### src/hw/bpec_consts.svh
`ifndef BPEC_CONSTS_SVH
`define BPEC_CONSTS_SVH

// Register offsets
`define BPEC_REG_PRESET0     8'h00
`define BPEC_REG_PRESET1     8'h01
`define BPEC_REG_CONTROL     8'h02

// Field positions
`define BPEC_MODE_BIT        7
`define BPEC_CODE_MSB        6
`define BPEC_CTRL_DISC_BIT   0
`define BPEC_CTRL_RAMP_MSB   3
`define BPEC_CTRL_RAMP_LSB   1

// Reset values
`define BPEC_PRESET0_RST     8'h46
`define BPEC_PRESET1_RST     8'h42
`define BPEC_CONTROL_RST     8'h00
`define BPEC_DEV_ADDR        7'h2a
`define BPEC_PIN_RST         4'h3

// Timing
`define BPEC_CLK_PERIOD_PS   10000
`define BPEC_RAMP_STEP_PS    625000
`define BPEC_RAMP_STEP_CYC   ((`BPEC_RAMP_STEP_PS + `BPEC_CLK_PERIOD_PS - 1) / `BPEC_CLK_PERIOD_PS)
`define BPEC_SS_TIME_PS      1000000
`define BPEC_SS_CYC          ((`BPEC_SS_TIME_PS + `BPEC_CLK_PERIOD_PS - 1) / `BPEC_CLK_PERIOD_PS)

`endif

### src/hw/bpec_pkg.sv
package bpec_pkg;

   typedef struct packed {
      logic preset_select_pin;
      logic en;
      logic sda;
      logic scl;
   } bpec_pin_s;

   typedef enum logic [8:0] {
      I_IDLE     = 9'h001,
      I_ADDR     = 9'h002,
      I_ACK_ADDR = 9'h004,
      I_REG      = 9'h008,
      I_ACK_REG  = 9'h010,
      I_WDATA    = 9'h020,
      I_ACK_W    = 9'h040,
      I_RDATA    = 9'h080,
      I_RACK     = 9'h100
   } bpec_i2c_e;

   typedef enum logic [3:0] {
      C_OFF  = 4'h1,
      C_SOFT = 4'h2,
      C_RAMP = 4'h4,
      C_REG  = 4'h8
   } bpec_conv_e;

endpackage : bpec_pkg

### src/hw/bpec_ctrl.sv
`timescale 1ns/1ps
`default_nettype none
`include "bpec_consts.svh"

// How it works
// RULE1: Enable high starts switching and regulation toward the selected preset.
// RULE2: Enable low stops regulation and returns to the disabled state.
// RULE3: Outside party keeps the enable pin at a defined level.
// RULE4: I2C accesses work regardless of the enable pin.
// RULE5: Output discharged on disable only when the discharge bit is set; clear after reset.
// RULE6: Soft start holds the lowest code, then ramps at the programmed rate.
// RULE7: Start-up never discharges, so a pre-biased output is accepted.
// RULE8: Select pin low picks preset zero, high picks preset one.
// RULE9: Outside party keeps the preset select pin at a defined level.
// RULE10: Both presets reset to power save mode, voltages per variant, rewritable.
// RULE11: Targets from 0.5 V to 1.77 V in 10 mV codes.
// RULE12: Mode bit low leaves automatic PWM and power save switching.
// RULE13: Bits 6 to 0 hold the voltage code, 500 mV plus 10 mV each.
// RULE14: Bit 7 picks forced PWM, changeable while the preset is active.
// RULE15: A write to the active preset applies when the I2C transfer ends.
module bpec_ctrl
   import bpec_pkg::*;
#(
   parameter int unsigned RAMP_BASE_CYC = `BPEC_RAMP_STEP_CYC,
   parameter int unsigned SS_CYC        = `BPEC_SS_CYC,
   parameter logic [7:0]  PRESET0_RST   = `BPEC_PRESET0_RST,
   parameter logic [7:0]  PRESET1_RST   = `BPEC_PRESET1_RST,
   parameter logic [6:0]  DEV_ADDR      = `BPEC_DEV_ADDR
) (
   input  wire logic       clk_i,
   input  wire logic       rstn_i,
   input  wire logic       scl_i,
   input  wire logic       sda_i,
   output logic            sda_o,
   output logic            sda_oe_o,
   input  wire logic       enable_i,
   input  wire logic       preset_select_pin_i,
   output logic            switching_o,
   output logic            regulating_o,
   output logic            discharge_o,
   output logic            pwm_force_o,
   output logic [6:0]      setpoint_o
);

   function automatic logic [7:0] reg_rd(input logic [7:0] a, input logic [7:0] p0,
                                          input logic [7:0] p1, input logic [7:0] ctl);
      case (a)
         `BPEC_REG_PRESET0: reg_rd = p0;
         `BPEC_REG_PRESET1: reg_rd = p1;
         `BPEC_REG_CONTROL: reg_rd = ctl;
         default:           reg_rd = 8'h00;
      endcase
   endfunction : reg_rd

   function automatic logic [6:0] step_to(input logic [6:0] sp, input logic [6:0] tg);
      if (tg > sp) begin
         step_to = ((tg - sp) >= 7'h02) ? 7'(sp + 7'h02) : 7'(sp + 7'h01);
      end else begin
         step_to = ((sp - tg) >= 7'h02) ? 7'(sp - 7'h02) : 7'(sp - 7'h01);
      end
   endfunction : step_to

   // Pin synchronisers
   bpec_pin_s s1, s2, s3, filt, filt_d;
   bpec_pin_s next_filt;
   logic [3:0] agree;

   always_comb begin
      agree     = ~(s2 ^ s3);
      next_filt = bpec_pin_s'((s2 & agree) | (filt & ~agree));
   end

   always_ff @(posedge clk_i) begin
      if (!rstn_i) begin
         s1     <= bpec_pin_s'(`BPEC_PIN_RST);
         s2     <= bpec_pin_s'(`BPEC_PIN_RST);
         s3     <= bpec_pin_s'(`BPEC_PIN_RST);
         filt   <= bpec_pin_s'(`BPEC_PIN_RST);
         filt_d <= bpec_pin_s'(`BPEC_PIN_RST);
      end else begin
         s1     <= bpec_pin_s'({preset_select_pin_i, enable_i, sda_i, scl_i});
         s2     <= s1;
         s3     <= s2;
         filt   <= next_filt;
         filt_d <= filt;
      end
   end

   logic scl_rise, scl_fall, i2c_start, i2c_stop;
   assign scl_rise  = filt.scl & ~filt_d.scl;
   assign scl_fall  = ~filt.scl & filt_d.scl;
   assign i2c_start = filt.scl & filt_d.scl & filt_d.sda & ~filt.sda;
   assign i2c_stop  = filt.scl & filt_d.scl & ~filt_d.sda & filt.sda;

   // I2C slave and register file
   bpec_i2c_e  ist, next_ist;
   logic [3:0] bitcnt, next_bitcnt;
   logic [7:0] shreg, next_shreg, ptr, next_ptr, rd_next;
   logic       rw, next_rw, nack, next_nack, next_oe, stop_p, next_stop_p;
   logic [7:0] preset0, preset1, control;
   logic [7:0] next_preset0, next_preset1, next_control;

   always_comb begin
      next_ist     = ist;
      next_bitcnt  = bitcnt;
      next_shreg   = shreg;
      next_ptr     = ptr;
      next_rw      = rw;
      next_nack    = nack;
      next_oe      = sda_oe_o;
      next_stop_p  = 1'b0;
      next_preset0 = preset0;
      next_preset1 = preset1;
      next_control = control;
      rd_next      = reg_rd(8'(ptr + 8'h01), preset0, preset1, control);
      // Accesses served whatever the enable pin does, see RULE4
      if (i2c_start) begin
         next_ist    = I_ADDR;
         next_bitcnt = 4'h0;
         next_oe     = 1'b0;
      end else if (i2c_stop) begin
         next_ist    = I_IDLE;
         next_oe     = 1'b0;
         next_stop_p = 1'b1;
      end else if (scl_rise) begin
         if (ist == I_ADDR || ist == I_REG || ist == I_WDATA) begin
            next_shreg  = {shreg[6:0], filt.sda};
            next_bitcnt = 4'(bitcnt + 4'h1);
         end else if (ist == I_RDATA) begin
            next_bitcnt = 4'(bitcnt + 4'h1);
         end else if (ist == I_RACK) begin
            next_nack = filt.sda;
         end
      end else if (scl_fall) begin
         unique case (ist)
            I_IDLE: begin
            end
            I_ADDR: begin
               if (bitcnt == 4'h8) begin
                  if (shreg[7:1] == DEV_ADDR) begin
                     next_ist = I_ACK_ADDR;
                     next_oe  = 1'b1;
                     next_rw  = shreg[0];
                  end else begin
                     next_ist = I_IDLE;
                  end
               end
            end
            I_REG: begin
               if (bitcnt == 4'h8) begin
                  next_ptr = shreg;
                  next_ist = I_ACK_REG;
                  next_oe  = 1'b1;
               end
            end
            I_WDATA: begin
               if (bitcnt == 4'h8) begin
                  case (ptr)
                     `BPEC_REG_PRESET0: next_preset0 = shreg; // see RULE10
                     `BPEC_REG_PRESET1: next_preset1 = shreg; // see RULE10
                     `BPEC_REG_CONTROL: next_control = shreg;
                     default: begin
                     end
                  endcase
                  next_ptr = 8'(ptr + 8'h01);
                  next_ist = I_ACK_W;
                  next_oe  = 1'b1;
               end
            end
            I_ACK_ADDR: begin
               next_bitcnt = 4'h0;
               if (rw) begin
                  next_shreg = reg_rd(ptr, preset0, preset1, control);
                  next_oe    = ~next_shreg[7];
                  next_ist   = I_RDATA;
               end else begin
                  next_oe  = 1'b0;
                  next_ist = I_REG;
               end
            end
            I_ACK_REG, I_ACK_W: begin
               next_bitcnt = 4'h0;
               next_oe     = 1'b0;
               next_ist    = I_WDATA;
            end
            I_RDATA: begin
               if (bitcnt == 4'h8) begin
                  next_oe  = 1'b0;
                  next_ist = I_RACK;
               end else begin
                  next_shreg = {shreg[6:0], 1'b0};
                  next_oe    = ~shreg[6];
               end
            end
            I_RACK: begin
               if (nack) begin
                  next_ist = I_IDLE;
               end else begin
                  next_ptr    = 8'(ptr + 8'h01);
                  next_shreg  = rd_next;
                  next_oe     = ~rd_next[7];
                  next_bitcnt = 4'h0;
                  next_ist    = I_RDATA;
               end
            end
         endcase
      end
   end

   always_ff @(posedge clk_i) begin
      if (!rstn_i) begin
         ist      <= I_IDLE;
         bitcnt   <= 4'h0;
         shreg    <= 8'h00;
         ptr      <= 8'h00;
         rw       <= 1'b0;
         nack     <= 1'b0;
         sda_oe_o <= 1'b0;
         sda_o    <= 1'b0;
         stop_p   <= 1'b0;
         preset0  <= PRESET0_RST; // see RULE10
         preset1  <= PRESET1_RST; // see RULE10
         control  <= `BPEC_CONTROL_RST; // see RULE5
      end else begin
         ist      <= next_ist;
         bitcnt   <= next_bitcnt;
         shreg    <= next_shreg;
         ptr      <= next_ptr;
         rw       <= next_rw;
         nack     <= next_nack;
         sda_oe_o <= next_oe;
         sda_o    <= 1'b0;
         stop_p   <= next_stop_p;
         preset0  <= next_preset0;
         preset1  <= next_preset1;
         control  <= next_control;
      end
   end

   // Converter sequencing
   bpec_conv_e  cst, next_cst;
   logic [12:0] cnt, next_cnt, interval;
   logic [7:0]  applied0, applied1, next_applied0, next_applied1, sel;
   logic [6:0]  target, next_sp;

   always_comb begin
      sel           = filt.preset_select_pin ? applied1 : applied0; // see RULE8
      target        = sel[`BPEC_CODE_MSB:0]; // see RULE11, RULE13
      interval      = 13'(RAMP_BASE_CYC) << control[`BPEC_CTRL_RAMP_MSB:`BPEC_CTRL_RAMP_LSB];
      next_applied0 = stop_p ? preset0 : applied0; // see RULE15
      next_applied1 = stop_p ? preset1 : applied1; // see RULE15
      next_cst      = cst;
      next_cnt      = cnt;
      next_sp       = setpoint_o;
      if (!filt.en) begin
         next_cst = C_OFF; // see RULE2
         next_cnt = 13'h0000;
         next_sp  = 7'h00;
      end else begin
         unique case (cst)
            C_OFF: begin
               next_cst = C_SOFT; // see RULE1
               next_cnt = 13'h0000;
            end
            C_SOFT: begin
               // Lowest code held, no discharge, see RULE6, RULE7
               if (cnt >= 13'(SS_CYC - 1)) begin
                  next_cst = C_RAMP;
                  next_cnt = 13'h0000;
               end else begin
                  next_cnt = 13'(cnt + 13'h0001);
               end
            end
            C_RAMP: begin
               if (setpoint_o == target) begin
                  next_cst = C_REG;
               end else if (cnt >= 13'(interval - 13'h0001)) begin
                  next_cnt = 13'h0000;
                  next_sp  = step_to(setpoint_o, target); // see RULE6
               end else begin
                  next_cnt = 13'(cnt + 13'h0001);
               end
            end
            C_REG: begin
               if (setpoint_o != target) begin
                  next_cst = C_RAMP;
                  next_cnt = 13'h0000;
               end
            end
         endcase
      end
   end

   always_ff @(posedge clk_i) begin
      if (!rstn_i) begin
         cst          <= C_OFF;
         cnt          <= 13'h0000;
         setpoint_o   <= 7'h00;
         applied0     <= PRESET0_RST;
         applied1     <= PRESET1_RST;
         switching_o  <= 1'b0;
         regulating_o <= 1'b0;
         discharge_o  <= 1'b0;
         pwm_force_o  <= 1'b0;
      end else begin
         cst          <= next_cst;
         cnt          <= next_cnt;
         setpoint_o   <= next_sp;
         applied0     <= next_applied0;
         applied1     <= next_applied1;
         switching_o  <= (next_cst != C_OFF);
         regulating_o <= (next_cst == C_REG);
         discharge_o  <= (next_cst == C_OFF) & control[`BPEC_CTRL_DISC_BIT]; // see RULE5
         // Low leaves automatic mode change, see RULE12, RULE14
         pwm_force_o  <= (next_cst != C_OFF) & sel[`BPEC_MODE_BIT];
      end
   end
endmodule : bpec_ctrl
`default_nettype wire

### config.mk
export PLATFORM = sky130hd
export DESIGN_NAME = bpec_ctrl
export DESIGN_NICKNAME = d
export VERILOG_FILES = /design/src/hw/bpec_pkg.sv /design/src/hw/bpec_ctrl.sv
export VERILOG_INCLUDE_DIRS = /design/src /design/src/hw
export SDC_FILE = /design/constraint.sdc
export NUM_CORES = 1
export LEC_CHECK = 0
export ABC_AREA = 0
export BUFFER_PORTS_ARGS = -buffer_cell sky130_fd_sc_hd__buf_2
export CORE_MARGIN = 3
export CORE_UTILIZATION = 30
export DETAILED_ROUTE_END_ITERATION = 6
export PLACE_DENSITY = 0.47
export SYNTH_ARGS = -nofsm -noshare
export SYNTH_HDL_FRONTEND = slang
export SYNTH_SLANG_ARGS = --single-unit
### constraint.sdc
create_clock -name clk_i -period 8.3 [get_ports clk_i]
set_clock_uncertainty 0.15 [all_clocks]
set_input_delay 1.66 -clock clk_i [delete_from_list [all_inputs] [get_ports clk_i]]
set_output_delay 1.66 -clock clk_i [all_outputs]
set_load 0.05 [all_outputs]
==> impl_metrics.csv, run 1 <==
group,metric,value,unit
synthesis,netlist.area_leader.share,0.335,
setup_path,path_depth,13,
hold_path,worstHoldPathType,"reg -> reg",
setup_path,cp_top_family,"compound AO/OA/AOI/OAI gates",
layout,num_antenna_cells,0,
synthesis,synth_cell_types,79,
timing,rsz0062_at_grt,"no",
global_routing,grt_pass1_wl,29800,um
synthesis,ys_async_sr_fraction,0,
synthesis,syn-cell-area,7110,um^2
synthesis,synthCells,846,
synthesis,yosysMostFrequentCell,"dfxtp_1",
floorplan,rows,55,
clocking,clk_pin_slew,60,ps
clocking,cts_tree,"yes",
setup_path,slowest_stage,"dfxtp_1",
clocking,clk_path_buf_depth,2,
drt,wirelength,17800,um
synthesis,synth_commonest_cells,"dfxtp_1, nand2_1, nor2_1",
global_routing,grt_pass1_vias,5593,
drt,vias,5870,
place,placed_area,7440,um^2
setup_path,critical_path_required,8480,ps
timing,slew_headroom,0.267,
setup_path,worstSetupStartpointType,"register",
setup_path,critPathBufInv,2,
synthesis,yosys_most_used_dff,"dfxtp_1",
floorplan,num_io_pins,19,
timing,finalCritPeriodShare,0.486,
layout,design_area,8030,um^2
timing,hold_slack,254,ps
global_routing,antenna_found_initial,1,
synthesis,yosysWarnings,0,
floorplan,start_util,0.309,
synthesis,ys_top_cells_by_area,"dfxtp_1, ha_1, mux2i_1, o21ai_0, nor2b_1",
clocking,cts_hold_buf,0,
setup_path,arrival,4210,ps
timing,worstMarginPinSlew,1090,ps
floorplan,coreArea,23000,um^2
place,hpwl,12700,um
drt,drt_first_pass_iters,7,
synthesis,synth_top_cell_by_area,"dfxtp_1",
place,io_buffers,17,
drt,drt_iter0_markers,345,
flow_run,cap_violations,0,
clocking,root_buffer,"clkbuf_16",
timing,max_freq,248,MHz
clocking,numClockSinks,119,
pwr,p_leak,0.00287,uW
timing,period_needed,4030,ps
floorplan,die_w,160,um
setup_path,critPathMaxStageDelay,660,ps
clocking,numCtsBuffers,17,
clocking,cts_setup_buffers,0,
setup_path,setup.worst_path.end_class,"register",
hold_path,hp-start,"s1[1]",
synthesis,avgSynthCellArea,8.40,um^2
layout,nets,896,
status,status,"finished, final reports clean",
clocking,cts_resized,0,
pwr,p_per_area,164,nW/um^2
timing,final_hold_viol_count,0,
setup_path,ff2ff_path_depth,13,
synthesis,synth_seq_cells,119,
global_routing,grt_overflow,0,
drt,ant_nets,0,
synthesis,synth_edf_count,0,
floorplan,dieArea,25600,um^2
drt,drc,0,
clocking,clk_latency,420,ps
place,gp_congestion,0.840,
timing,fin_tns_setup,0,ps
setup_path,cp_common_cell,"inv_1",
global_routing,grtUsageTotal,0.141,
setup_path,crit_type,"reg -> reg",
floorplan,die_h,160,um
synthesis,synth_fp_nets,899,
layout,syn2layout_area_growth,13.0,%
clocking,cts.htree.levels,4,
layout,final_layout_size_suffix_gt1_frac,0.0794,
setup_path,crit_chain,"mux2i_1 > inv_1 > ha_1 > inv_1 > fa_1 > a21oi_2 > nor2b_1 > or4_1 > a221o_1 > or4_4 > a2111oi_4 > o211ai_1 > o31ai_1",
drt,wl_per_cell,15.2,um
hold_path,holdPathStages,1,
synthesis,yosysSeqAreaShare,0.335,
global_routing,grt_start_max_net_pins,83,
setup_path,cp_max_fo,10,
pwr,ir_drop,0.137,mV
drt,viasPerCell,5.02,
timing,setup_viol,0,
timing,maxSlewViolCount,0,
[stage by stage]
step                      utilization  total power [uW]  cells  setup slack (ps)
final                           0.349              1320   1169              4270
after CTS                       0.349              1340   1169              4280
after global placement          0.324               603   1137              4320
after detailed placement        0.324               603   1137              4250
after floorplan                     -               598    846              4470
after global routing            0.349              1370   1169              4020
[cells by family (layout without fill, tap and decap cells)]
logic type | Yosys count | in the layout | synth area share
multiplexers | 56 | 56 | 0.0791
buffers and inverters | 86 | 96 | 0.0479
AO/OA/AOI/OAI | 210 | 210 | 0.197
other | 1 | 1 | 0.000528
flip-flops | 119 | 119 | 0.335
adder cells (fa/ha/maj) | 47 | 47 | 0.0849
XOR/XNOR | 23 | 23 | 0.0284
AND/OR/NAND/NOR | 304 | 304 | 0.227
[layer usage]
layer  up-vias  part of all wire  track usage
met5         -                 0            0
met4         0             0.013       0.0402
met3        19             0.038       0.0285
met2        92              0.42        0.210
met1      2731              0.53        0.208
li1       3028                 -            -
[path summary, 6_finish.rpt]
| kind | slack (ps) | end |
|---|---|---|
| worst max-delay path | 4270 | setpoint_o[6] |
| worst max register to register | 4270 | setpoint_o[6] |
| worst min register to register | 250 | s2[1] |
| worst min-delay path | 250 | s2[1] |
[registers in the layout, summed over array words and instances (netlist names), 7 cells and up, named ones only]
name	cells
cnt	13
setpoint_o	7
ist	9
shreg	8
preset0	8
ptr	8
applied1	8
applied0	8
preset1	8
control	8
[where the power goes]
| group | leakage [uW] | total, uW | switching [uW] | internal [uW] |
|---|---|---|---|---|
| Combinational | 0.00165 | 15.0 | 9.48 | 5.50 |
| Sequential | 0.000961 | 575 | 1.13 | 574 |
| Clock | 0.000261 | 728 | 271 | 458 |
| Total | 0.00287 | 1320 | 281 | 1040 |
[placed cells by master (no fill, tap or decap), types with 9 or more instances in the layout]
cell,n
xor2_1,14
a21oi_1,43
o31ai_1,13
nor3_1,19
o21ai_0,55
nand3_1,17
and2_1,23
xnor2_1,9
nor2_1,63
inv_1,42
nand2_1,68
nor2b_1,42
nand2b_1,16
clkbuf_16,17
mux2i_1,55
buf_2,17
ha_1,45
a22oi_1,13
dfxtp_1,119
[layout make-up]
class | count | area, um^2
tap | 313 | 392
timing repair buffer | 20 | 108
fill | 2425 | 15000
sequential | 119 | 2380
clock inverter | 10 | 121
clock buffer | 22 | 464
inverter | 44 | 165
multi-input combinational | 641 | 4400
No activity file was read; power rests on OpenSTA's default activity.
==> inputs of run 2 (changes only) <==
--- a/config.mk
+++ b/config.mk
@@ -6,12 +6,12 @@
 export SDC_FILE = /design/constraint.sdc
 export NUM_CORES = 1
 export LEC_CHECK = 0
-export ABC_AREA = 0
+export ABC_AREA = 1
 export BUFFER_PORTS_ARGS = -buffer_cell sky130_fd_sc_hd__buf_2
 export CORE_MARGIN = 3
 export CORE_UTILIZATION = 30
 export DETAILED_ROUTE_END_ITERATION = 6
-export PLACE_DENSITY = 0.47
+export PLACE_DENSITY = 0.49
 export SYNTH_ARGS = -nofsm -noshare
 export SYNTH_HDL_FRONTEND = slang
 export SYNTH_SLANG_ARGS = --single-unit
==> constraint.sdc (replaced) <==
create_clock -name clk_i -period 3.55 [get_ports clk_i]
set_clock_uncertainty 0.15 [all_clocks]
set_input_delay 0.71 -clock clk_i [delete_from_list [all_inputs] [get_ports clk_i]]
set_output_delay 0.71 -clock clk_i [all_outputs]
set_load 0.05 [all_outputs]
==> impl_metrics.csv, run 2 <==
group,metric,value,unit
status,status,"finished, final reports clean",
synthesis,syn-cell-area,7760,um^2
synthesis,yosysWarnings,0,
synthesis,synth_cell_types,51,
layout,num_antenna_cells,0,
timing,period_needed,3110,ps
place,hpwl,15800,um
hold_path,worstHoldPathType,"reg -> reg",
setup_path,slowest_stage,"dfxtp_1",
layout,top_regs,"cnt: 13 flops, ist: 9 flops",
global_routing,grt_overflow,0,
synthesis,yosys_most_used_dff,"dfxtp_1",
setup_path,r2r_slack,440,ps
pwr,p_leak,0.00399,uW
synthesis,synth_fp_nets,1191,
pwr,clockPowerShare,0.559,
timing,hold_slack,259,ps
synthesis,ys_async_sr_fraction,0,
layout,final_common_cell,"nand2_1",
global_routing,grtUsageTotal,0.153,
timing,maxSlewViolCount,0,
setup_path,crit_type,"reg -> reg",
layout,layout_common_cells,"nand2_1, inv_1, nor2_1, dfxtp_1, nand3_1",
clocking,clk_pin_slew,60,ps
clocking,cts.htree.levels,4,
synthesis,synth_edf_count,0,
floorplan,num_io_pins,19,
pwr,power,3150,uW
pwr,sequentialPowerShare,0.426,
floorplan,die_h,167,um
timing,rsz0062_at_grt,"no",
floorplan,dieArea,27800,um^2
timing,finalCritPeriodShare,0.877,
synthesis,synth_top_cell_by_area,"dfxtp_1",
clocking,numClockSinks,119,
synthesis,synthCells,1138,
flow_run,cap_violations,0,
place,place_inst,1472,
place,gp_congestion,0.862,
layout,final_layout_size_suffix_gt1_frac,0.125,
pwr,swShare,0.215,
global_routing,antenna_found_initial,1,
drt,drc,0,
drt,vias,7250,
setup_path,critPathMaxStageDelay,470,ps
clocking,cts_tree,"yes",
setup_path,crit_chain,"nand2_1 > inv_1 > nand2_1 > nand2_1 > ha_1 > nand2_1 > xor2_1 > ha_1 > nand2_1 > nor4_1 > nand2_1 > nand3_1 > nand2_1 > inv_1 > nand3_1 > nand2_1 > nand2_1 > nor2_1",
timing,worstMarginPinSlew,666,ps
layout,largest-register,"cnt",
setup_path,arrival,3320,ps
clocking,cts_resized,0,
timing,max_freq,321,MHz
clocking,numCtsBuffers,17,
synthesis,yosysMostFrequentCell,"nand2_1",
synthesis,netlist.area_leader.share,0.307,
timing,final_hold_viol_count,0,
synthesis,synth_seq_cells,119,
floorplan,coreArea,25300,um^2
synthesis,ys_top_cells_by_area,"dfxtp_1, nand2_1, ha_1, inv_1, nor2_1",
pwr,switchingPower,679,uW
drt,wirelength,21200,um
setup_path,cp_common_cell,"nand2_1",
drt,ant_nets,0,
clocking,root_buffer,"clkbuf_16",
global_routing,grt_pass1_vias,6901,
pwr,ir_drop,0.233,mV
layout,largest_reg_flops,13,
pwr,p_per_area,358,nW/um^2
global_routing,grt_start_max_net_pins,31,
setup_path,critical_path_required,3760,ps
setup_path,worstSetupStartpointType,"register",
layout,nets,1214,
drt,drt_first_pass_iters,5,
layout,syn2layout_area_growth,13.4,%
clocking,clk_path_buf_depth,2,
floorplan,start_util,0.307,
pwr,p_int,2470,uW
pwr,combPwrFrac,0.015,
timing,setup_viol,0,
timing,slew_headroom,0.556,
setup_path,cp_max_fo,8,
synthesis,avgSynthCellArea,6.82,um^2
clocking,cts_setup_buffers,0,
place,io_buffers,17,
clocking,clk_latency,420,ps
floorplan,die_w,167,um
timing,finalWorstSetupSlack,436,ps
global_routing,grt_pass1_wl,35300,um
drt,wl_per_cell,14.1,um
drt,drt_iter0_markers,519,
place,place_worst_setup_slack,477,ps
setup_path,setup.worst_path.end_class,"register",
layout,final_cell_count_no_fill,1503,
clocking,cts_hold_buf,0,
synthesis,yosysSeqAreaShare,0.307,
floorplan,rows,58,
synthesis,synth_commonest_cells,"nand2_1, inv_1, nor2_1",
drt,viasPerCell,4.82,
timing,fin_tns_setup,0,ps
## run 2: per-stage QoR
stage | cell area (um^2) | util
floorplan | 7760 | -
global placement | 8210 | 0.324
detailed placement | 8210 | 0.324
CTS | 8810 | 0.348
global route | 8810 | 0.348
finish | 8810 | 0.348
## run 2: area by class of cell
cell class | instances | area (um^2)
Fill cell | 2759 | 16500
Multi-Input combinational cell | 851 | 4700
Sequential cell | 119 | 2380
Inverter | 141 | 529
Clock buffer | 20 | 447
Tap cell | 330 | 413
Timing Repair Buffer | 31 | 190
Clock inverter | 11 | 150
## run 2: worst max-delay path: cells and delay by family (launching register included)
family | cells | cell delay (ps)
adder cells (fa/ha/maj) | 2 | 480
buffers and inverters | 2 | 370
flip-flops | 1 | 470
XOR/XNOR | 1 | 140
AND/OR/NAND/NOR | 13 | 1460
## run 2: path summary, 6_finish.rpt
check,start,to,depth (start not counted)
hold reg to reg,s1[2],s2[2],2
hold / removal,s1[2],s2[2],2
setup / recovery,control[3],setpoint_o[0],18
setup reg to reg,control[3],setpoint_o[0],18
## run 2: cells by family (layout without fill, tap and decap cells)
logic type                 count (synthesis)  after routing  synth area share
AOI/OAI and AO/OA                        177            177             0.137
other                                      1              1          0.000483
DFF                                      119            119             0.307
buffers and inverters                    168            203            0.0883
xor gates and xnor gates                  29             29            0.0327
and+or+nand+nor                          597            597             0.356
adders and majority gates                 47             47            0.0777
## run 2: power by group through the flow
stage | combinational, uW | sequential, uW | clock (uW)
after CTS | 47.5 | 1340 | 1810
final | 46.6 | 1340 | 1760
after global placement | 47.6 | 1370 | 0
after floorplan | 33.7 | 1370 | 0
after global routing | 53.1 | 1340 | 1860
after detailed placement | 47.2 | 1370 | 0
## run 2: per-layer routing
layer  track usage  vias up  part of all wire
met5             0        -           0.00057
met4        0.0477        2             0.022
met3        0.0301       38             0.035
met2         0.256      138              0.46
met1         0.201     3283              0.48
li1              -     3789                 -
